## config.mk

```make
export PLATFORM = sky130hd
export DESIGN_NAME = rsec_regs
export DESIGN_NICKNAME = d
export VERILOG_FILES = /design/src/include/rsec_pkg.sv /design/src/hw/rsec_regs.sv
export SDC_FILE = /design/constraint.sdc
export NUM_CORES = 1
export LEC_CHECK = 0
export BUFFER_PORTS_ARGS = -buffer_cell sky130_fd_sc_hd__buf_4
export CORE_ASPECT_RATIO = 1.4
export CORE_MARGIN = 5
export CORE_UTILIZATION = 45
export CTS_CLUSTER_SIZE = 20
export DETAILED_ROUTE_END_ITERATION = 7
export PLACE_DENSITY = 0.87
export SLEW_MARGIN = 20
export SYNTH_ARGS = -nofsm -noshare
export SYNTH_HDL_FRONTEND = slang
export SYNTH_SLANG_ARGS = --single-unit
export TNS_END_PERCENT = 5
```

## constraint.sdc

```tcl
create_clock -name i_clk -period 3.5 [get_ports i_clk]
set_clock_uncertainty 0.15 [all_clocks]
set_input_delay 0.7 -clock i_clk [delete_from_list [all_inputs] [get_ports i_clk]]
set_output_delay 0.7 -clock i_clk [all_outputs]
set_load 0.01 [all_outputs]
```

## src/include/rsec_pkg.sv

```systemverilog
package rsec_pkg;

  // bus geometry
  localparam int          ADDR_W      = 16;
  localparam int          DATA_W      = 32;
  localparam int          IDX_W       = 14;
  localparam int          ADDR_LSB    = 2;
  localparam logic [1:0]  ALIGN_OK    = 2'h0;

  // register indices, byte address is four times the index
  localparam logic [13:0] IDX_IO_UPDATE   = 14'h0005;
  localparam logic [13:0] IDX_REF_AB      = 14'h0D0B;
  localparam logic [13:0] IDX_REF_CD      = 14'h0D0C;
  localparam logic [13:0] IDX_TUNE_B0     = 14'h0D0D;
  localparam logic [13:0] IDX_TUNE_B1     = 14'h0D0E;
  localparam logic [13:0] IDX_TUNE_B2     = 14'h0D0F;
  localparam logic [13:0] IDX_TUNE_B3     = 14'h0D10;
  localparam logic [13:0] IDX_PHASE_LO    = 14'h0D11;
  localparam logic [13:0] IDX_PHASE_HI    = 14'h0D12;
  localparam logic [13:0] IDX_FREQ_LO     = 14'h0D13;
  localparam logic [13:0] IDX_FREQ_HI     = 14'h0D14;
  localparam logic [13:0] IDX_EE_WPROT    = 14'h0E00;
  localparam logic [13:0] IDX_EE_COND     = 14'h0E01;
  localparam logic [13:0] IDX_IRQ_STATUS  = 14'h0E08;
  localparam logic [13:0] IDX_IRQ_MASK    = 14'h0E09;

  // reference status nibble layout
  localparam int          NUM_REF     = 4;
  localparam int          NIB_W       = 4;
  localparam int          BIT_VALID   = 3;
  localparam int          BIT_FAULT   = 2;
  localparam int          BIT_FAST    = 1;
  localparam int          BIT_SLOW    = 0;

  // data widths
  localparam int          BYTE_W      = 8;
  localparam int          TUNE_W      = 30;
  localparam int          TUB_W       = 12;
  localparam int          COND_W      = 4;
  localparam int          IRQ_W       = 8;
  localparam int          IRQ_VAL_LSB = 4;

  // control bit positions and reset values
  localparam int          IO_UPDATE_BIT = 0;
  localparam int          WPROT_BIT     = 0;
  localparam logic        WPROT_RESET   = 1'b0;
  localparam logic [3:0]  COND_RESET    = 4'h0;
  localparam logic [7:0]  IRQ_RESET     = 8'h00;

endpackage : rsec_pkg

```

## src/hw/rsec_regs.sv

```systemverilog
// Notes on behaviour
// - valid means unfaulted and validation timer expired
// - fault bit set while input unusable
// - fast bit set above profile upper limit
// - slow bit set below profile lower limit
// - missing clock reports fast and slow together
// - status bytes refresh only on update strobe
// - 30-bit tuning word, four bytes, LSB first
// - 12-bit phase tub level, high nibble
// - 12-bit frequency tub level, high nibble
// - write protect live, reset blocks writes
// - live four-bit download condition, resets zero
module rsec_regs
(
  // clock and reset
  input  wire logic                          i_clk,
  input  wire logic                          i_sys_rst,
  // apb slave
  input  wire logic                          i_psel,
  input  wire logic                          i_penable,
  input  wire logic                          i_pwrite,
  input  wire logic [rsec_pkg::ADDR_W-1:0]   i_paddr,
  input  wire logic [rsec_pkg::DATA_W-1:0]   i_pwdata,
  input  wire logic [3:0]                    i_pstrb,
  output logic      [rsec_pkg::DATA_W-1:0]   o_prdata,
  output logic                               o_pready,
  output logic                               o_pslverr,
  // reference monitors, same clock domain
  input  wire logic [rsec_pkg::NUM_REF-1:0]  i_ref_fault,
  input  wire logic [rsec_pkg::NUM_REF-1:0]  i_ref_timer_done,
  input  wire logic [rsec_pkg::NUM_REF-1:0]  i_ref_freq_high,
  input  wire logic [rsec_pkg::NUM_REF-1:0]  i_ref_freq_low,
  input  wire logic [rsec_pkg::NUM_REF-1:0]  i_ref_clk_missing,
  // controlled_oscillator history and lock detectors
  input  wire logic [rsec_pkg::TUNE_W-1:0]   i_tuning_word,
  input  wire logic [rsec_pkg::TUB_W-1:0]    i_phase_tub,
  input  wire logic [rsec_pkg::TUB_W-1:0]    i_freq_tub,
  // eeprom control and interrupt
  output logic                               o_eeprom_write_enable,
  output logic      [rsec_pkg::COND_W-1:0]   o_eeprom_download_condition,
  output logic                               o_io_update,
  output logic                               o_irq
);

  logic [rsec_pkg::IDX_W-1:0]   idx;
  logic                         aligned;
  logic                         setup_ph;
  logic                         access_ph;
  logic                         wr_en;
  logic                         io_update;
  logic                         hit;
  logic [rsec_pkg::BYTE_W-1:0]  rd_byte;
  logic [rsec_pkg::DATA_W-1:0]  prdata;
  logic                         err;
  logic [rsec_pkg::NIB_W-1:0]   ref_stat [rsec_pkg::NUM_REF];
  logic [rsec_pkg::NIB_W-1:0]   next_stat [rsec_pkg::NUM_REF];
  logic [rsec_pkg::TUNE_W-1:0]  tune;
  logic [rsec_pkg::TUB_W-1:0]   phase_tub;
  logic [rsec_pkg::TUB_W-1:0]   freq_tub;
  logic                         wprot;
  logic [rsec_pkg::COND_W-1:0]  cond;
  logic [rsec_pkg::NUM_REF-1:0] live_valid;
  logic [rsec_pkg::NUM_REF-1:0] prev_valid;
  logic [rsec_pkg::NUM_REF-1:0] prev_fault;
  logic [rsec_pkg::IRQ_W-1:0]   irq_set;
  logic [rsec_pkg::IRQ_W-1:0]   irq_status;
  logic [rsec_pkg::IRQ_W-1:0]   irq_mask;

  // zero wait states: read data is prepared during the setup phase
  assign idx       = i_paddr[rsec_pkg::ADDR_W-1:rsec_pkg::ADDR_LSB];
  assign aligned   = (i_paddr[rsec_pkg::ADDR_LSB-1:0] == rsec_pkg::ALIGN_OK);
  assign setup_ph  = i_psel & ~i_penable;
  assign access_ph = i_psel & i_penable;
  assign wr_en     = access_ph & i_pwrite & aligned & hit & i_pstrb[0];
  assign io_update = wr_en & (idx == rsec_pkg::IDX_IO_UPDATE)
                   & i_pwdata[rsec_pkg::IO_UPDATE_BIT];

  assign o_pready    = 1'b1;
  assign o_pslverr   = access_ph & err;
  assign o_prdata    = prdata;
  assign o_io_update = io_update;

  // read decode, reserved bits stay zero
  always_comb
  begin
    hit     = 1'b1;
    rd_byte = '0;
    unique case (idx)
      rsec_pkg::IDX_IO_UPDATE:  rd_byte = '0;
      rsec_pkg::IDX_REF_AB:     rd_byte = {ref_stat[1], ref_stat[0]};
      rsec_pkg::IDX_REF_CD:     rd_byte = {ref_stat[3], ref_stat[2]};
      rsec_pkg::IDX_TUNE_B0:    rd_byte = tune[7:0];
      rsec_pkg::IDX_TUNE_B1:    rd_byte = tune[15:8];
      rsec_pkg::IDX_TUNE_B2:    rd_byte = tune[23:16];
      rsec_pkg::IDX_TUNE_B3:    rd_byte = {2'h0, tune[29:24]};
      rsec_pkg::IDX_PHASE_LO:   rd_byte = phase_tub[7:0];
      rsec_pkg::IDX_PHASE_HI:   rd_byte = {4'h0, phase_tub[11:8]};
      rsec_pkg::IDX_FREQ_LO:    rd_byte = freq_tub[7:0];
      rsec_pkg::IDX_FREQ_HI:    rd_byte = {4'h0, freq_tub[11:8]};
      rsec_pkg::IDX_EE_WPROT:   rd_byte = {7'h00, wprot};
      rsec_pkg::IDX_EE_COND:    rd_byte = {4'h0, cond};
      rsec_pkg::IDX_IRQ_STATUS: rd_byte = irq_status;
      rsec_pkg::IDX_IRQ_MASK:   rd_byte = irq_mask;
      default:                  hit     = 1'b0;
    endcase
  end

  // read data and error flag, captured in the setup phase
  always_ff @(posedge i_clk or posedge i_sys_rst)
  begin
    if (i_sys_rst)
    begin
      prdata <= '0;
      err    <= 1'b0;
    end
    else if (setup_ph)
    begin
      prdata <= {{(rsec_pkg::DATA_W-rsec_pkg::BYTE_W){1'b0}}, rd_byte};
      err    <= ~(aligned & hit);
    end
  end

  // per-reference status snapshot
  genvar g;
  generate
    for (g = 0; g < rsec_pkg::NUM_REF; g++)
    begin : g_ref
      assign live_valid[g] = i_ref_timer_done[g] & ~i_ref_fault[g];

      always_comb
      begin
        next_stat[g]                     = '0;
        next_stat[g][rsec_pkg::BIT_VALID] = live_valid[g];
        next_stat[g][rsec_pkg::BIT_FAULT] = i_ref_fault[g];
        // a missing clock forces both limit flags
        next_stat[g][rsec_pkg::BIT_FAST]  = i_ref_freq_high[g]
                                          | i_ref_clk_missing[g];
        next_stat[g][rsec_pkg::BIT_SLOW]  = i_ref_freq_low[g]
                                          | i_ref_clk_missing[g];
      end

      // frozen between strobes so a multi-byte read stays coherent
      always_ff @(posedge i_clk or posedge i_sys_rst)
      begin
        if (i_sys_rst)
          ref_stat[g] <= '0;
        else if (io_update)
          ref_stat[g] <= next_stat[g];
      end

      // edge detectors feeding the sticky events
      always_ff @(posedge i_clk or posedge i_sys_rst)
      begin
        if (i_sys_rst)
        begin
          prev_valid[g] <= 1'b0;
          prev_fault[g] <= 1'b0;
        end
        else
        begin
          prev_valid[g] <= live_valid[g];
          prev_fault[g] <= i_ref_fault[g];
        end
      end

      assign irq_set[g] = i_ref_fault[g] & ~prev_fault[g];
      assign irq_set[g+rsec_pkg::IRQ_VAL_LSB] =
        live_valid[g] & ~prev_valid[g];
    end
  endgenerate

  // live readbacks, one cycle behind the source
  always_ff @(posedge i_clk or posedge i_sys_rst)
  begin
    if (i_sys_rst)
    begin
      tune      <= '0;
      phase_tub <= '0;
      freq_tub  <= '0;
    end
    else
    begin
      tune      <= i_tuning_word;
      phase_tub <= i_phase_tub;
      freq_tub  <= i_freq_tub;
    end
  end

  // eeprom controls act at once, no update strobe
  always_ff @(posedge i_clk or posedge i_sys_rst)
  begin
    if (i_sys_rst)
      wprot <= rsec_pkg::WPROT_RESET;
    else if (wr_en && idx == rsec_pkg::IDX_EE_WPROT)
      wprot <= i_pwdata[rsec_pkg::WPROT_BIT];
  end

  always_ff @(posedge i_clk or posedge i_sys_rst)
  begin
    if (i_sys_rst)
      cond <= rsec_pkg::COND_RESET;
    else if (wr_en && idx == rsec_pkg::IDX_EE_COND)
      cond <= i_pwdata[rsec_pkg::COND_W-1:0];
  end

  assign o_eeprom_write_enable       = wprot;
  assign o_eeprom_download_condition = cond;

  // sticky events, write one to clear; a set in the same cycle wins
  always_ff @(posedge i_clk or posedge i_sys_rst)
  begin
    if (i_sys_rst)
      irq_status <= rsec_pkg::IRQ_RESET;
    else if (wr_en && idx == rsec_pkg::IDX_IRQ_STATUS)
      irq_status <= (irq_status & ~i_pwdata[rsec_pkg::IRQ_W-1:0])
                  | irq_set;
    else
      irq_status <= irq_status | irq_set;
  end

  always_ff @(posedge i_clk or posedge i_sys_rst)
  begin
    if (i_sys_rst)
      irq_mask <= rsec_pkg::IRQ_RESET;
    else if (wr_en && idx == rsec_pkg::IDX_IRQ_MASK)
      irq_mask <= i_pwdata[rsec_pkg::IRQ_W-1:0];
  end

  always_ff @(posedge i_clk or posedge i_sys_rst)
  begin
    if (i_sys_rst)
      o_irq <= 1'b0;
    else
      o_irq <= |(irq_status & irq_mask);
  end
endmodule : rsec_regs

```

Word-level counts from Yosys, hierarchy flattened
Cells that the tools add are included.
W data, S select, Z words.
Storage, ports and cells
  memories kept: 0
  word-level logic and storage cells: 96
  output and inout port bits: 41
  bits in writable memories: 0
  input port bits: 131
  memory bits (read-only): 0
  register bits after elaboration: 109
  latch bits: 0
Operators by class
  multiply operators: 0
  shift operators: 0
  equal/unequal tests: 15
  reduce and logical (&&, ||, !) cells: 7
  muxes and demuxes: 3
  divide/modulo/power cells: 0
  $add $sub $neg: 0
  bitwise gates (word level): 49
  order comparisons: 0
Operator list (number)
  $eq A14 B12 Y1 const B: 14
  $pmux W8 S14: 1
  $and A1 B1 Y1: 22
  $and A8 B8 Y8: 2
  $or A8 B8 Y8: 2
  $reduce_or A15 Y1: 1
  $eq A14 B3 Y1 const B: 1
  $not A1 Y1: 14
  $mux W8: 1
  $not A8 Y8: 1
  $or A1 B1 Y1: 8
  $reduce_or A8 Y1: 1
  $logic_and A1 B1 Y1: 4
  $logic_not A2 Y1: 1
  $mux W1: 1

Depth between registers and ports, before layout
  depth after elaboration: 7
  depth in mapped cells: 8
  gate-level depth less buffers: 5

Worst setup path after synthesis
No wires, ideal clock.
  path type: input to output
  from: input port i_paddr[7] (netlist bit)
  to: output port o_io_update
  stages on the path: 6
  arrival time: 2.279 ns
  required time: 2.650 ns
  path buffers: 3
  setup slack: 0.371 ns
  cells stage by stage: or4_1 > buf_2 > nor2_1 > and4_1 > clkbuf_1 > clkbuf_1
On the way
  word-level cells in the longest chain between the ends: 7
  elaborated cells on any way between the ends: 21
  classes of those cells: 15 x eq/ne; 1 x mux; 4 x bitwise; 1 x reduce/logical
Ends and longest elaborated chain
  from (decl): line rsec_regs.sv:22  | input wire logic [rsec_pkg::ADDR_W-1:0] i_paddr,
  $eq A14 B3 Y1 / $eq A14 B12 Y1 (equally long branches): line rsec_regs.sv:75, rsec_regs.sv:88
  $reduce_or A15 Y1 (no source line)
  $mux W1: line rsec_regs.sv:88  | unique case (idx)
  $and A1 B1 Y1 (2 in series): line rsec_regs.sv:74  | assign wr_en = access_ph & i_pwrite & aligned & hit & i_pstrb[0];
  $and A1 B1 Y1 *: line rsec_regs.sv:75  | assign io_update = wr_en & (idx == rsec_pkg::IDX_IO_UPDATE)
  $and A1 B1 Y1 *: line rsec_regs.sv:76  | & i_pwdata[rsec_pkg::IO_UPDATE_BIT];
  to (decl): line rsec_regs.sv:41  | output logic o_io_update,
Every way passes the cells marked *; elsewhere a longest branch is shown, timed or not.

Worst setup path in the final report
Same ends and word-level chain as after synthesis.

==> impl_summary.log <==
INFO  metric yosys-top-cells-area = sky130_fd_sc_hd__dfrtp_1 58%, sky130_fd_sc_hd__mux2_2 5.5%, sky130_fd_sc_hd__buf_4 4.0%, sky130_fd_sc_hd__a22oi_1 3.2%, sky130_fd_sc_hd__nor2_1 2.9%
INFO  metric ir_drop = about 0.3 mV
INFO  metric cts_hold_buf = 0
INFO  metric share_of_synthesized_flip_flops_with_an_asynchronous_set_or_reset = 1.00
INFO  metric critPathArrivalTime = ~2.2 ns
INFO  metric setup-violations-final = 0
INFO  metric finalCriticalPeriod = about 3 ns
INFO  metric timing.setup.critical_path_class = primary input to output port
INFO  metric layout.core_utilization = 0.580
INFO  metric number_of_sinks_on_the_clock_net = 109
INFO  metric ff2ff_setup_slack = approximately 1.7 ns
INFO  metric drt_iter0_markers = between 300 and 400
INFO  metric routed_via_density = about 5.5
INFO  metric status = finished, final reports clean
INFO  metric drv.max_cap_violation_count = 0
INFO  metric launching_element_type_of_the_critical_path = primary input
INFO  metric reg_clk_slew_reported_paths = 0.07 ns
INFO  metric syn2layout_area_growth = 26.8%
INFO  metric cts_resized = 0
INFO  metric cts-root-to-sink-buffers = 2
INFO  metric tritoncts = done
INFO  metric cp_data_required_time = between 2 and 3 ns
INFO  metric netlist_top_cells_count = 109 x sky130_fd_sc_hd__dfrtp_1, 37 x sky130_fd_sc_hd__nor2_1, 25 x sky130_fd_sc_hd__buf_4
INFO  metric post_synth.cell_area_avg = between 10 and 15 um^2
INFO  metric gpl.final_weighted_congestion = 0.921
INFO  metric detail_route.wl_per_cell = 19.9 um
INFO  metric timing_worst_slew_pin_value = approximately 0.9 ns
INFO  metric crit_path_to = o_io_update
INFO  metric final_hold_viol_count = 0
INFO  metric core-area = roughly 10000 um^2
INFO  metric critical_path.endpoint_type = output port
INFO  metric netlist_instances = 399
INFO  metric holdCritPathClass = primary input to asynchronous set/reset pin
INFO  metric yosys.cell_count.top_type = sky130_fd_sc_hd__dfrtp_1
INFO  metric fp.dieArea = 12700 um^2
INFO  metric pwr_density_cell = a little over 400 nW/um^2
INFO  metric cts-htree-levels = 3
INFO  metric worstReg2RegEnd = o_prdata[6]$_DFFE_PP0P_
INFO  metric maxClockFrequency = roughly 0.33 GHz
INFO  metric reg2reg_from = ref_stat[2]$_DFFE_PP0P_
INFO  metric first_global_vias = between 3000 and 4000
INFO  metric timing.slew.headroom = 0.386
INFO  metric grt_setup_unrepaired = false
INFO  metric start_util = 0.458
INFO  metric postRouteAntennaNets = 0
INFO  metric count_of_flip_flops_with_a_built_in_enable_after_synthesis = 0
INFO  metric grt_antenna_before_repair = 0
INFO  metric post-cts-setup-buffers = 0
INFO  metric synth_cell_type_count = 55
INFO  metric crit_path_start = i_paddr[7]
INFO  metric detailroute.via_count = ~3700
INFO  metric synth.yosys.seq_area_share = 0.576
INFO  metric clock_latency_late_sink = approximately 0.35 ns
INFO  metric diodes = 0
INFO  metric netlist_area_before_placement = 4740 um^2
INFO  metric yosysWarnings = 0
INFO  metric synthFlopType = sky130_fd_sc_hd__dfrtp_1
INFO  metric tritoncts.num_buffers = 9
INFO  metric drt-pass1-iter-count = 5
INFO  metric report.final.slew_viol_count = 0
INFO  metric clock_tree.root_cell = sky130_fd_sc_hd__clkbuf_16
INFO  metric die-width = 96.7 um
INFO  metric dpl.hpwl = slightly above 10000 um
INFO  metric drive_above_1_share = 0.345
INFO  metric largest_driver_fanout_on_the_critical_path = 7
INFO  metric period_share = 0.876
INFO  metric grt_first_pass_wirelength = ~21000 um
INFO  metric port_buffers = ~120
INFO  metric grt_start_max_net_pins = 96
INFO  metric wirelength = between 10000 and 15000 um
INFO  metric ys_ff_latch = 109
INFO  metric finish.net_count = between 600 and 700
INFO  metric r2r.worst_path.cells = 5
INFO  metric grt_util_all_layers = 0.208
INFO  metric drcViolationCount = 0
INFO  metric top_level_ports = ~170
INFO  metric num_rows = between 40 and 50
INFO  metric setup-tns-final = 0 ns
INFO  metric die-height = about 130 um
INFO  metric gr-total-overflow = 0
INFO  metric synthDominantCellAreaShare = 0.576
INFO  metric synth_top_area_cell = sky130_fd_sc_hd__dfrtp_1
INFO  metric leakage = 2.77 nW
## power breakdown
part           leakage (nW)  switching, mW  internal [mW]
combinational          1.31          0.127          0.112
clock                 0.127          0.433          0.496
sequential             1.33         0.0111           1.30
total                  2.77          0.571           1.90
## per-layer routing
metal,up-vias,share of wire,global-route usage
met3,33,0.067,0.0329
li1,1645,-,-
met4,0,0.033,0.0952
met2,195,0.52,0.366
met5,-,0,0
met1,1813,0.38,0.248
## placed cells by master (no fill, tap or decap), types with 6 or more instances in the layout
cell	Yosys	layout
sky130_fd_sc_hd__a211oi_1	7	7
sky130_fd_sc_hd__a21oi_1	9	9
sky130_fd_sc_hd__a22o_1	12	12
sky130_fd_sc_hd__a22oi_1	20	20
sky130_fd_sc_hd__buf_4	25	130
sky130_fd_sc_hd__clkbuf_16	0	9
sky130_fd_sc_hd__conb_1	2	25
sky130_fd_sc_hd__dfrtp_1	109	109
sky130_fd_sc_hd__inv_1	12	11
sky130_fd_sc_hd__mux2_2	23	23
sky130_fd_sc_hd__mux2i_1	7	7
sky130_fd_sc_hd__nand2_1	18	18
sky130_fd_sc_hd__nand4_1	6	6
sky130_fd_sc_hd__nor2_1	37	37
sky130_fd_sc_hd__nor2b_1	8	8
sky130_fd_sc_hd__nor3_1	9	9
sky130_fd_sc_hd__o21ai_0	6	6
## registers in the layout (all words and copies together) (netlist names), 4 cells and up
signal,flops
tune,30
ref_stat,16
freq_tub,12
phase_tub,12
irq_mask,8
irq_status,8
o_prdata,8
o_eeprom_download_condition,4
prev_fault,4
prev_valid,4
## worst min-delay path by stage
stage	end	cells past startpoint	slack, ns	start
after floorplan	ref_stat[2]$_DFFE_PP0P_	1	0.33	ref_stat[2]$_DFFE_PP0P_
after global placement	o_prdata[6]$_DFFE_PP0P_	2	0.32	o_prdata[6]$_DFFE_PP0P_
after detailed placement	ref_stat[7]$_DFFE_PP0P_	1	0.35	ref_stat[7]$_DFFE_PP0P_
after CTS	o_eeprom_download_condition[3]$_DFFE_PP0P_	2	0.19	i_sys_rst
after global routing	o_eeprom_download_condition[3]$_DFFE_PP0P_	2	0.22	i_sys_rst
final	o_eeprom_download_condition[3]$_DFFE_PP0P_	2	0.18	i_sys_rst
## worst max-delay path, cell delays in order
cell and delay [ns]:
sky130_fd_sc_hd__buf_4 0.13, sky130_fd_sc_hd__or4_1 0.58, sky130_fd_sc_hd__buf_4 0.20, sky130_fd_sc_hd__nor2_1 0.17, sky130_fd_sc_hd__and4_1 0.28, sky130_fd_sc_hd__buf_4 0.15
## final cells by class
cell class | instances | area, um^2
clock inverter | 4 | 25.0
inverter | 12 | 48.8
tap | 138 | 173
clock buffer | 11 | 243
multi-input combinational | 260 | 1790
timing repair buffer | 131 | 996
fill | 860 | 4340
sequential | 109 | 2730
## cell families after synthesis
logic type / synth area share
mux: 0.0885
flops: 0.576
simple gates: 0.146
buf+inv: 0.0639
other cells: 0.00158
compound gates: 0.125
## metrics by stage
stage | instances | setup WS (ns) | hold slack [ns] | instance area [um^2] | power, mW
2_1_floorplan | 422 | 0.371 | 0.326 | 4830 | 1.45
3_3_place_gp | 650 | 0.358 | 0.325 | 5740 | 1.56
3_5_place_dp | 650 | 0.345 | 0.346 | 5740 | 1.57
4_1_cts | 665 | 0.445 | 0.188 | 6010 | 2.47
5_1_grt | 665 | 0.354 | 0.217 | 6010 | 2.56
6_report | 665 | 0.434 | 0.175 | 6010 | 2.47
(Power assumes the default switching activity.)
